==> config.mk <==
export PLATFORM = sky130hd
export DESIGN_NAME = twhc_top
export DESIGN_NICKNAME = d
export VERILOG_FILES = /design/src/hw/twhc_pkg.sv /design/src/hw/twhc_top.sv
export SDC_FILE = /design/constraint.sdc
export NUM_CORES = 1
export LEC_CHECK = 0
export ABC_AREA = 1
export BUFFER_PORTS_ARGS = -buffer_cell sky130_fd_sc_hd__clkbuf_2
export CORE_ASPECT_RATIO = 2
export CORE_MARGIN = 2
export CORE_UTILIZATION = 40
export DETAILED_ROUTE_END_ITERATION = 6
export SKIP_CTS_REPAIR_TIMING = 1
export SYNTH_ARGS = -nofsm -noshare
export SYNTH_HDL_FRONTEND = slang
export SYNTH_SLANG_ARGS = --single-unit
==> constraint.sdc <==
create_clock -name clk_i -period 2.5 [get_ports clk_i]
set_input_delay 0.375 -clock clk_i [delete_from_list [all_inputs] [get_ports clk_i]]
set_output_delay 0.375 -clock clk_i [all_outputs]
set_load 0.05 [all_outputs]
==> src/hw/twhc_pkg.sv <==
// Purpose: shared constants and types for the two-wire host control block
// Assumes: 125 MHz system clock, Avalon-MM register access
// Notes: register index n sits at byte address 4*n
package twhc_pkg;

  // ==========================================================
  // register indices (byte address is four times the index)
  localparam logic [5:0] IDX_DUAL = 6'h01;
  localparam logic [5:0] IDX_DBG = 6'h02;
  localparam logic [5:0] IDX_PRIM = 6'h03;
  localparam logic [5:0] IDX_SEC = 6'h04;
  localparam logic [5:0] IDX_STAT = 6'h05;
  localparam logic [5:0] IDX_ADDR = 6'h07;
  localparam logic [5:0] IDX_DATA = 6'h08;

  // ==========================================================
  // field positions
  localparam int DUAL_EN_BIT = 0;
  localparam int DUAL_PLUS_BIT = 1;
  localparam int DBG_RUN_BIT = 0;
  localparam int PRIM_EN_BIT = 0;
  localparam int PRIM_SMART_BIT = 1;
  localparam int PRIM_TO_LSB = 2;
  localparam int PRIM_QC_BIT = 4;
  localparam int PRIM_WRITE_IRQ_ENABLE_BIT = 6;
  localparam int PRIM_READ_IRQ_ENABLE_BIT = 7;
  localparam int SEC_ACK_BIT = 2;
  localparam int SEC_FLUSH_BIT = 3;
  localparam int STAT_WIF_BIT = 6;
  localparam int STAT_RIF_BIT = 7;
  localparam logic [7:0] RESET_VAL = 8'h00;

  // ==========================================================
  // command codes and bus states
  localparam logic [1:0] CMD_NONE = 2'h0;
  localparam logic [1:0] CMD_CMD_REPEATED_START = 2'h1;
  localparam logic [1:0] CMD_XFER = 2'h2;
  localparam logic [1:0] CMD_STOP = 2'h3;
  localparam logic [1:0] BUS_UNKNOWN = 2'h0;
  localparam logic [1:0] BUS_IDLE = 2'h1;
  localparam logic [1:0] BUS_OWNER = 2'h2;
  localparam logic [1:0] BUS_BUSY = 2'h3;

  // operations handed to the bit engine
  localparam logic [2:0] OP_START_ADDR = 3'h1;
  localparam logic [2:0] OP_WRITE = 3'h2;
  localparam logic [2:0] OP_ACK_READ = 3'h3;
  localparam logic [2:0] OP_ACK_CMD_REPEATED_START = 3'h4;
  localparam logic [2:0] OP_ACK_STOP = 3'h5;
  localparam logic [2:0] OP_ACK_ONLY = 3'h6;

  // ==========================================================
  // inactive-bus timeout, figures in microseconds
  localparam int CLK_MHZ = 125;
  localparam int TO1_US = 50;
  localparam int TO2_US = 100;
  localparam int TO3_US = 200;
  localparam int TO1_CYC = TO1_US * CLK_MHZ;
  localparam int TO2_CYC = TO2_US * CLK_MHZ;
  localparam int TO3_CYC = TO3_US * CLK_MHZ;

  // ==========================================================
  // carriers between this block and the bit engine
  typedef struct packed {
    logic [2:0] code;
    logic ack;
    logic [7:0] data;
  } twhc_op_t;

  typedef struct packed {
    logic addr_done;
    logic addr_acked;
    logic wr_done;
    logic rd_done;
    logic [7:0] rx_byte;
  } twhc_evt_t;

endpackage

==> src/hw/twhc_top.sv <==
// Purpose: register bank and control logic of a two-wire bus host
// Assumes: bit engine on clk_i reports events; scl/sda are raw pins
// Notes: one-cycle Avalon answer; bus lines sampled through 2 flops
`timescale 1ns/1ps

// Notes on behaviour
// client plus-speed output follows its bit only while dual mode is on
// dual-mode enable bit turns on separate host and client paths
// with run bit clear, processor halt freezes the unit and its events
// read interrupt needs read flag, read enable and global enable
// write interrupt needs write flag, write enable and global enable
// quick command: acked address sets read or write flag by direction
// software ends quick command by writing stop command
// nonzero timeout field forces bus state idle after inactivity
// timeout codes: off, 50 us, 100 us, 200 us at 100 kHz
// smart mode sends stored ack choice right after data read
// host enable bit gates all bus operations
// flush clears host state and forces bus state idle
// flush write of one drops host enable for one clock cycle
// after flush address then data; start when scl found free
// ack choice zero sends ack, one sends nack
// ack action on smart data read or command, never data write
// command field is a write strobe and reads back zero
// codes: 1 ack then cmd_repeated_start, 3 ack then stop, 0 nothing
// code 2: write skips ack then writes; read acks then reads
// ack choice and command written together use the new ack
// address write starts and sends address, bit 0 is direction
// read flag on byte read; write flag on address or byte write
// interrupt requests are two separate level outputs
module twhc_top
  import twhc_pkg::*;
#(
  parameter int unsigned TO1_CYCLES = TO1_CYC,
  parameter int unsigned TO2_CYCLES = TO2_CYC,
  parameter int unsigned TO3_CYCLES = TO3_CYC
) (
  input wire logic clk_i,
  input wire logic rst_n_i,
  input wire logic [7:0] avs_address_i,
  input wire logic avs_read_i,
  input wire logic avs_write_i,
  input wire logic [31:0] avs_writedata_i,
  input wire logic [3:0] avs_byteenable_i,
  output logic [31:0] avs_readdata_o,
  output logic avs_waitrequest_o,
  input wire logic scl_i,
  input wire logic sda_i,
  input wire logic cpu_halted_i,
  input wire logic global_irq_en_i,
  input wire twhc_evt_t eng_evt_i,
  output twhc_op_t op_o,
  output logic op_valid_o,
  output logic host_enable_o,
  output logic dual_enable_o,
  output logic client_plus_speed_o,
  output logic read_irq_o,
  output logic write_irq_o,
  output logic [1:0] bus_state_o
);

  // ==========================================================
  // register access decode
  logic [5:0] idx;
  logic [7:0] wd;
  logic acc_wr;
  logic acc_rd;
  assign idx = avs_address_i[7:2];
  assign wd = avs_writedata_i[7:0];
  // only lane 0 carries register bits, so only it commits a write
  assign acc_wr = avs_write_i & ~avs_waitrequest_o & avs_byteenable_i[0];
  assign acc_rd = avs_read_i & ~avs_waitrequest_o;

  function automatic logic wr_to(input logic [5:0] k);
    wr_to = acc_wr && (idx == k);
  endfunction

  // ==========================================================
  // control registers
  logic dual_en, plus_sel, run_halted;
  logic host_en, smart_en, qc_en, read_irq_enable, write_irq_enable, ack_sel;
  logic [1:0] to_sel;
  logic [7:0] addr_q;

  always_ff @(posedge clk_i) begin
    if (!rst_n_i) begin
      dual_en <= RESET_VAL[0];
      plus_sel <= RESET_VAL[0];
      run_halted <= RESET_VAL[0];
      host_en <= RESET_VAL[0];
      smart_en <= RESET_VAL[0];
      qc_en <= RESET_VAL[0];
      to_sel <= RESET_VAL[1:0];
      read_irq_enable <= RESET_VAL[0];
      write_irq_enable <= RESET_VAL[0];
      ack_sel <= RESET_VAL[0];
      addr_q <= RESET_VAL;
    end else begin
      if (wr_to(IDX_DUAL)) begin
        dual_en <= wd[DUAL_EN_BIT];
        plus_sel <= wd[DUAL_PLUS_BIT];
      end
      if (wr_to(IDX_DBG)) begin
        run_halted <= wd[DBG_RUN_BIT];
      end
      if (wr_to(IDX_PRIM)) begin
        host_en <= wd[PRIM_EN_BIT];
        smart_en <= wd[PRIM_SMART_BIT];
        to_sel <= wd[PRIM_TO_LSB+1:PRIM_TO_LSB];
        qc_en <= wd[PRIM_QC_BIT];
        write_irq_enable <= wd[PRIM_WRITE_IRQ_ENABLE_BIT];
        read_irq_enable <= wd[PRIM_READ_IRQ_ENABLE_BIT];
      end
      if (wr_to(IDX_SEC)) begin
        ack_sel <= wd[SEC_ACK_BIT];
      end
      if (wr_to(IDX_ADDR)) begin
        addr_q <= wd;
      end
    end
  end

  // ==========================================================
  // halt gating and software triggers
  logic halted, flush_wr, cmd_wr, addr_wr, data_wr, data_rd, active;
  assign halted = cpu_halted_i & ~run_halted;
  assign flush_wr = wr_to(IDX_SEC) & wd[SEC_FLUSH_BIT];
  // triggers pass only when the host runs and is not frozen
  assign active = host_en & ~halted & ~flush_wr;
  assign cmd_wr = wr_to(IDX_SEC) && (wd[1:0] != CMD_NONE);
  assign addr_wr = wr_to(IDX_ADDR);
  assign data_wr = wr_to(IDX_DATA);
  assign data_rd = acc_rd && (idx == IDX_DATA);

  // ==========================================================
  // bus line synchronisers and condition detect
  logic scl_m, scl_s, scl_p, sda_m, sda_s, sda_p;

  always_ff @(posedge clk_i) begin
    if (!rst_n_i) begin
      scl_m <= 1'b1;
      scl_s <= 1'b1;
      scl_p <= 1'b1;
      sda_m <= 1'b1;
      sda_s <= 1'b1;
      sda_p <= 1'b1;
    end else begin
      scl_m <= scl_i;
      scl_s <= scl_m;
      scl_p <= scl_s;
      sda_m <= sda_i;
      sda_s <= sda_m;
      sda_p <= sda_s;
    end
  end

  logic start_det, stop_det, line_chg;
  assign start_det = scl_s & scl_p & sda_p & ~sda_s;
  assign stop_det = scl_s & scl_p & ~sda_p & sda_s;
  assign line_chg = (scl_s ^ scl_p) | (sda_s ^ sda_p);

  // ==========================================================
  // inactive-bus supervisor
  function automatic logic [15:0] to_limit(input logic [1:0] sel);
    case (sel)
      2'h1: to_limit = 16'(TO1_CYCLES);
      2'h2: to_limit = 16'(TO2_CYCLES);
      2'h3: to_limit = 16'(TO3_CYCLES);
      default: to_limit = 16'hffff;
    endcase
  endfunction

  logic [15:0] idle_cnt;
  logic to_hit;
  assign to_hit = (to_sel != 2'h0) && (idle_cnt >= to_limit(to_sel));

  // counter saturates so a long quiet bus cannot wrap into a miss
  always_ff @(posedge clk_i) begin
    if (!rst_n_i) begin
      idle_cnt <= 16'h0000;
    end else if (line_chg || !host_en || flush_wr) begin
      idle_cnt <= 16'h0000;
    end else if (!halted && !to_hit) begin
      idle_cnt <= idle_cnt + 16'h0001;
    end
  end

  // ==========================================================
  // bus state tracking
  logic owner_q;
  always_ff @(posedge clk_i) begin
    if (!rst_n_i) begin
      bus_state_o <= BUS_UNKNOWN;
    end else if (!host_en) begin
      bus_state_o <= BUS_UNKNOWN;
    end else if (flush_wr) begin
      bus_state_o <= BUS_IDLE;
    end else if (wr_to(IDX_STAT) && wd[1:0] == BUS_IDLE) begin
      bus_state_o <= BUS_IDLE;
    end else if (halted) begin
      bus_state_o <= bus_state_o;
    end else if (stop_det) begin
      bus_state_o <= BUS_IDLE;
    end else if (start_det) begin
      bus_state_o <= owner_q ? BUS_OWNER : BUS_BUSY;
    end else if (to_hit && bus_state_o != BUS_IDLE) begin
      bus_state_o <= BUS_IDLE;
    end
  end

  // ==========================================================
  // pending address start: waits for a free bus and high scl
  logic addr_pend, can_start;
  assign can_start = addr_pend && scl_s &&
    (bus_state_o == BUS_IDLE || bus_state_o == BUS_OWNER);

  always_ff @(posedge clk_i) begin
    if (!rst_n_i) begin
      addr_pend <= 1'b0;
    end else if (!host_en || flush_wr) begin
      addr_pend <= 1'b0;
    end else if (addr_wr && !halted) begin
      addr_pend <= 1'b1;
    end else if (active && can_start && !cmd_wr && !data_wr &&
                 !(data_rd && smart_en)) begin
      addr_pend <= 1'b0;
    end
  end

  // ownership: set by our own start, dropped at stop or flush
  always_ff @(posedge clk_i) begin
    if (!rst_n_i) begin
      owner_q <= 1'b0;
    end else if (!host_en || flush_wr || stop_det) begin
      owner_q <= 1'b0;
    end else if (op_valid_o && op_o.code == OP_START_ADDR) begin
      owner_q <= 1'b1;
    end
  end

  // ==========================================================
  // operation issue to the bit engine
  // software triggers win over a pending start, which just waits
  always_ff @(posedge clk_i) begin
    if (!rst_n_i) begin
      op_valid_o <= 1'b0;
      op_o <= '0;
    end else begin
      op_valid_o <= 1'b0;
      if (!active) begin
        op_valid_o <= 1'b0;
      end else if (cmd_wr) begin
        op_valid_o <= 1'b1;
        op_o.ack <= wd[SEC_ACK_BIT];
        op_o.data <= addr_q;
        case (wd[1:0])
          CMD_CMD_REPEATED_START: op_o.code <= OP_ACK_CMD_REPEATED_START;
          CMD_STOP: op_o.code <= OP_ACK_STOP;
          // read direction acks then reads, write skips the ack
          default: begin
            op_o.code <= addr_q[0] ? OP_ACK_READ : OP_WRITE;
            op_o.ack <= addr_q[0] & wd[SEC_ACK_BIT];
          end
        endcase
      end else if (data_wr) begin
        op_valid_o <= 1'b1;
        op_o.code <= OP_WRITE;
        op_o.ack <= 1'b0;
        op_o.data <= wd;
      end else if (data_rd && smart_en) begin
        op_valid_o <= 1'b1;
        op_o.code <= OP_ACK_ONLY;
        op_o.ack <= ack_sel;
      end else if (can_start) begin
        op_valid_o <= 1'b1;
        op_o.code <= OP_START_ADDR;
        op_o.ack <= 1'b0;
        op_o.data <= addr_q;
      end
    end
  end

  // ==========================================================
  // completion flags: a set in the clearing cycle wins
  logic qc_rd, rd_set, wr_set, flag_clr, rd_flag, wr_flag;
  assign qc_rd = qc_en & eng_evt_i.addr_done & eng_evt_i.addr_acked &
    addr_q[0];
  assign rd_set = ~halted & (eng_evt_i.rd_done | qc_rd);
  assign wr_set = ~halted & (eng_evt_i.wr_done |
    (eng_evt_i.addr_done & ~qc_rd));
  assign flag_clr = addr_wr | data_wr | data_rd | cmd_wr | flush_wr;

  always_ff @(posedge clk_i) begin
    if (!rst_n_i) begin
      rd_flag <= 1'b0;
      wr_flag <= 1'b0;
    end else begin
      if (rd_set) begin
        rd_flag <= 1'b1;
      end else if (flag_clr || (wr_to(IDX_STAT) && wd[STAT_RIF_BIT])) begin
        rd_flag <= 1'b0;
      end
      if (wr_set) begin
        wr_flag <= 1'b1;
      end else if (flag_clr || (wr_to(IDX_STAT) && wd[STAT_WIF_BIT])) begin
        wr_flag <= 1'b0;
      end
    end
  end

  // ==========================================================
  // registered level outputs
  always_ff @(posedge clk_i) begin
    if (!rst_n_i) begin
      read_irq_o <= 1'b0;
      write_irq_o <= 1'b0;
      host_enable_o <= 1'b0;
      dual_enable_o <= 1'b0;
      client_plus_speed_o <= 1'b0;
    end else begin
      read_irq_o <= rd_flag & read_irq_enable & global_irq_en_i;
      write_irq_o <= wr_flag & write_irq_enable & global_irq_en_i;
      host_enable_o <= host_en & ~flush_wr;
      dual_enable_o <= dual_en;
      client_plus_speed_o <= dual_en & plus_sel;
    end
  end

  // ==========================================================
  // Avalon slave: one wait cycle, then the answer
  always_ff @(posedge clk_i) begin
    if (!rst_n_i) begin
      avs_waitrequest_o <= 1'b1;
    end else if ((avs_read_i || avs_write_i) && avs_waitrequest_o) begin
      avs_waitrequest_o <= 1'b0;
    end else begin
      avs_waitrequest_o <= 1'b1;
    end
  end

  // read data captured while waitrequest is still high
  always_ff @(posedge clk_i) begin
    if (!rst_n_i) begin
      avs_readdata_o <= 32'h0000_0000;
    end else if (avs_read_i && avs_waitrequest_o) begin
      case (idx)
        IDX_DUAL: avs_readdata_o <= {30'h0, plus_sel, dual_en};
        IDX_DBG: avs_readdata_o <= {31'h0, run_halted};
        IDX_PRIM: avs_readdata_o <= {24'h0, read_irq_enable, write_irq_enable, 1'b0, qc_en,
          to_sel, smart_en, host_en};
        IDX_SEC: avs_readdata_o <= {29'h0, ack_sel, 2'b00};
        IDX_STAT: avs_readdata_o <= {24'h0, rd_flag, wr_flag, 4'h0,
          bus_state_o};
        IDX_ADDR: avs_readdata_o <= {24'h0, addr_q};
        IDX_DATA: avs_readdata_o <= {24'h0, eng_evt_i.rx_byte};
        default: avs_readdata_o <= 32'h0000_0000;
      endcase
    end
  end
endmodule

==> out/results.tsv <==
stage	metric	value	unit
die	Die X	76.3	microns
finish	number of inserted diodes	0	
place	Placer Congestion	1.00	
hold_path	worst hold path type	in2reg	
route	drt via density	5.02	
finish	nets@finish	751	
finish	Fill cells	1074	
synthesis	Seq cells post-synth	74	
die	num ports	117	
timing	worst slew pin tran	0.569	ns
finish	synth-to-layout area growth	19.4	%
route	drt first-iter violations	131	
setup_path	Worst EP required	2.77	ns
clock_network	root buffer cell	clkbuf_16	
timing	Setup TNS Final	0	ns
setup_path	endpoint class of the critical path	flop	
timing	fin crit period	2.29	ns
die	die area	11300	sq um
die	Die Y	149	microns
synthesis	Post-synth top cells	nand2_1 (131), dfxtp_1 (74), inv_1 (61)	
place	dpl hpwl	9450	microns
timing	Fmax achieved	436	MHz
finish	fraction of layout cells with a size suffix above 1	0.208	
global_route	gr usage total	0.212	
setup_path	Worst EP arrival	2.56	ns
synthesis	distinct cell type count of the synthesized netlist	43	
timing	Fin Clk Skew	0.00703	ns
clock_network	clock tree buffer depth	2	
timing	final hold vios	0	
synthesis	post-synthesis sequential area ratio	0.354	
clock_network	CTS tree	done	
synthesis	largest cells by area after synthesis	dfxtp_1 (35%), nand2_1 (12%), ha_1 (6.6%), a21oi_1 (6.0%), inv_1 (5.5%)	
timing	Final period util	0.918	
synthesis	Synth Warn #	0	
setup_path	CP Max Fanout	7	
route	wire length on met3	415	microns
clock_network	Clock Sinks	74	
route	DRC	0	
synthesis	Cells after Synth	583	
route	highest routed layer	met4	
die	Core ar.	10100	sq um
global_route	vias in the first global route	4014	
place	placed instance count	789	
job	total of max-cap violations	0	
finish	area of the multi-input gates	2300	sq um
pwr	Peak VDD IR	0.000398	V
setup_path	Setup CP Type	reg2reg	
pwr	cell area power density	560	nW/um^2
place	DP Area	4660	sq um
pwr	total power	2.80	mW
route	Detail Route Antenna Nets	0	
finish	Register Area	1480	sq um
clock_network	Max H-tree Level	3	
global_route	first-pass GRT wire length	18900	microns
clock_network	Clock Pin Slew Worst Setup and Hold Paths	0.06	ns
synthesis	fraction of registers with async set/reset	0	
die	effective utilization at floorplan	0.412	
synthesis	syn avg cell area	7.17	sq um
finish	post-route cell area	4990	sq um
place	port bufs	63	
route	vias	4035	
route	final WL	11600	microns
finish	Layout Cells excl Fill	804	
clock_network	TritonCTS buffer count	9	
global_route	largest net degree at the start of global routing	35	
synthesis	Synth area leader	dfxtp_1	
route	met2 wire len	6620	microns
place	worst slack at placement	0.115	ns
pwr	LEAKAGE	2.20	nW
global_route	total grt overflow	0	
route	Wirelength per Cell	14.4	microns
die	# rows	52	
synthesis	most common cell in the netlist	nand2_1	
clock_network	clk_lat worst skew	0.33	ns
synthesis	Top FF cell, synth	dfxtp_1	
route	number of detailed-route iterations in the first pass	4	
global_route	initial antenna violation count	0	
timing	Slew Viols, Final	0	
timing	Slew headroom	0.620	
timing	final worst slack	0.205	ns
timing	Setup-failing EPs final	0	
run_status	status	finished, final reports clean	
synthesis	post-synth top area share	0.354	
synthesis	Netlist Area Pre-Place	4180	sq um
setup_path	critical path launch point type	flop	
synthesis	EDFF count, synth	0	
route	M1 wire length	3990	microns
-- sequential cells by signal, summed over array words and instances (netlist names), 2 cells and up --
| register | count |
|---|---|
| bus_state_o | 2 |
| idle_cnt | 16 |
| addr_q | 8 |
| to_sel | 2 |
| avs_readdata_o | 8 |
| op_o | 12 |
-- critical path, stage by stage (launching register included) --
cell and delay (ns):
dfxtp_1 0.34, inv_2 0.07, ha_1 0.22, buf_4 0.14, inv_1 0.10, ha_1 0.25, nand2_1 0.07, nand2_1 0.04
nand4_1 0.06, nand2_1 0.06, a21oi_1 0.11, nand2_1 0.08, nand2_1 0.10, nand2_4 0.11, buf_4 0.18, o21ai_0 0.13
nand2_1 0.07, nor2_1 0.08
-- power by group --
group,internal [mW],switching [mW]
registers,1.19,0.00550
clock network,0.893,0.493
logic,0.0460,0.170
total,2.13,0.668
-- cell type report --
class,count,area share
well taps,135,0.0338
clock inverters,5,0.0158
multi-input cells,428,0.460
clock buffers,10,0.0479
flip-flops and latches,74,0.297
inverters,69,0.0524
repair buffers,83,0.0932
-- cell families after synthesis --
family / share of synthesized area
other cells: 0.000897
flops: 0.354
mux: 0.00539
xor+xnor: 0.0189
compound gates: 0.149
buf+inv: 0.119
fa+ha+maj: 0.0658
simple gates: 0.287
-- worst paths after layout --
path	start	to	slack (ns)	depth (start not counted)
worst max-delay path	to_sel[0]$_SDFFE_PN0P_	idle_cnt[2]$_SDFFE_PP0P_	0.21	17
worst min-delay path	sda_i	sda_m$_SDFF_PN1_	0.23	2
worst max register to register	to_sel[0]$_SDFFE_PN0P_	idle_cnt[2]$_SDFFE_PP0P_	0.21	17
worst min register to register	sda_m$_SDFF_PN1_	sda_s$_SDFF_PN1_	0.41	1
-- stage by stage --
step / hold WS [ns] / utilization
floorplan: 0.393 / -
global placement: 0.396 / 0.460
detailed placement: 0.401 / 0.460
CTS: 0.225 / 0.491
global route: 0.223 / 0.492
finish: 0.232 / 0.492
-- placed cells by master (no fill, tap or decap), types with 11 or more instances in the layout --
master      n
o21ai_0    43
dfxtp_1    74
clkbuf_2   63
nand4_1    11
nand2_1   131
nor2_1     49
conb_1     24
buf_4      20
a21oi_1    50
inv_1      59
ha_1       22
nand3_1    15
-- metal layers --
layer,up-vias,track usage
li1,2030,-
met1,1855,0.198
met2,111,0.417
met3,39,0.0394
met4,0,0.127
met5,-,0
Power figures use the tool's default switching activity.
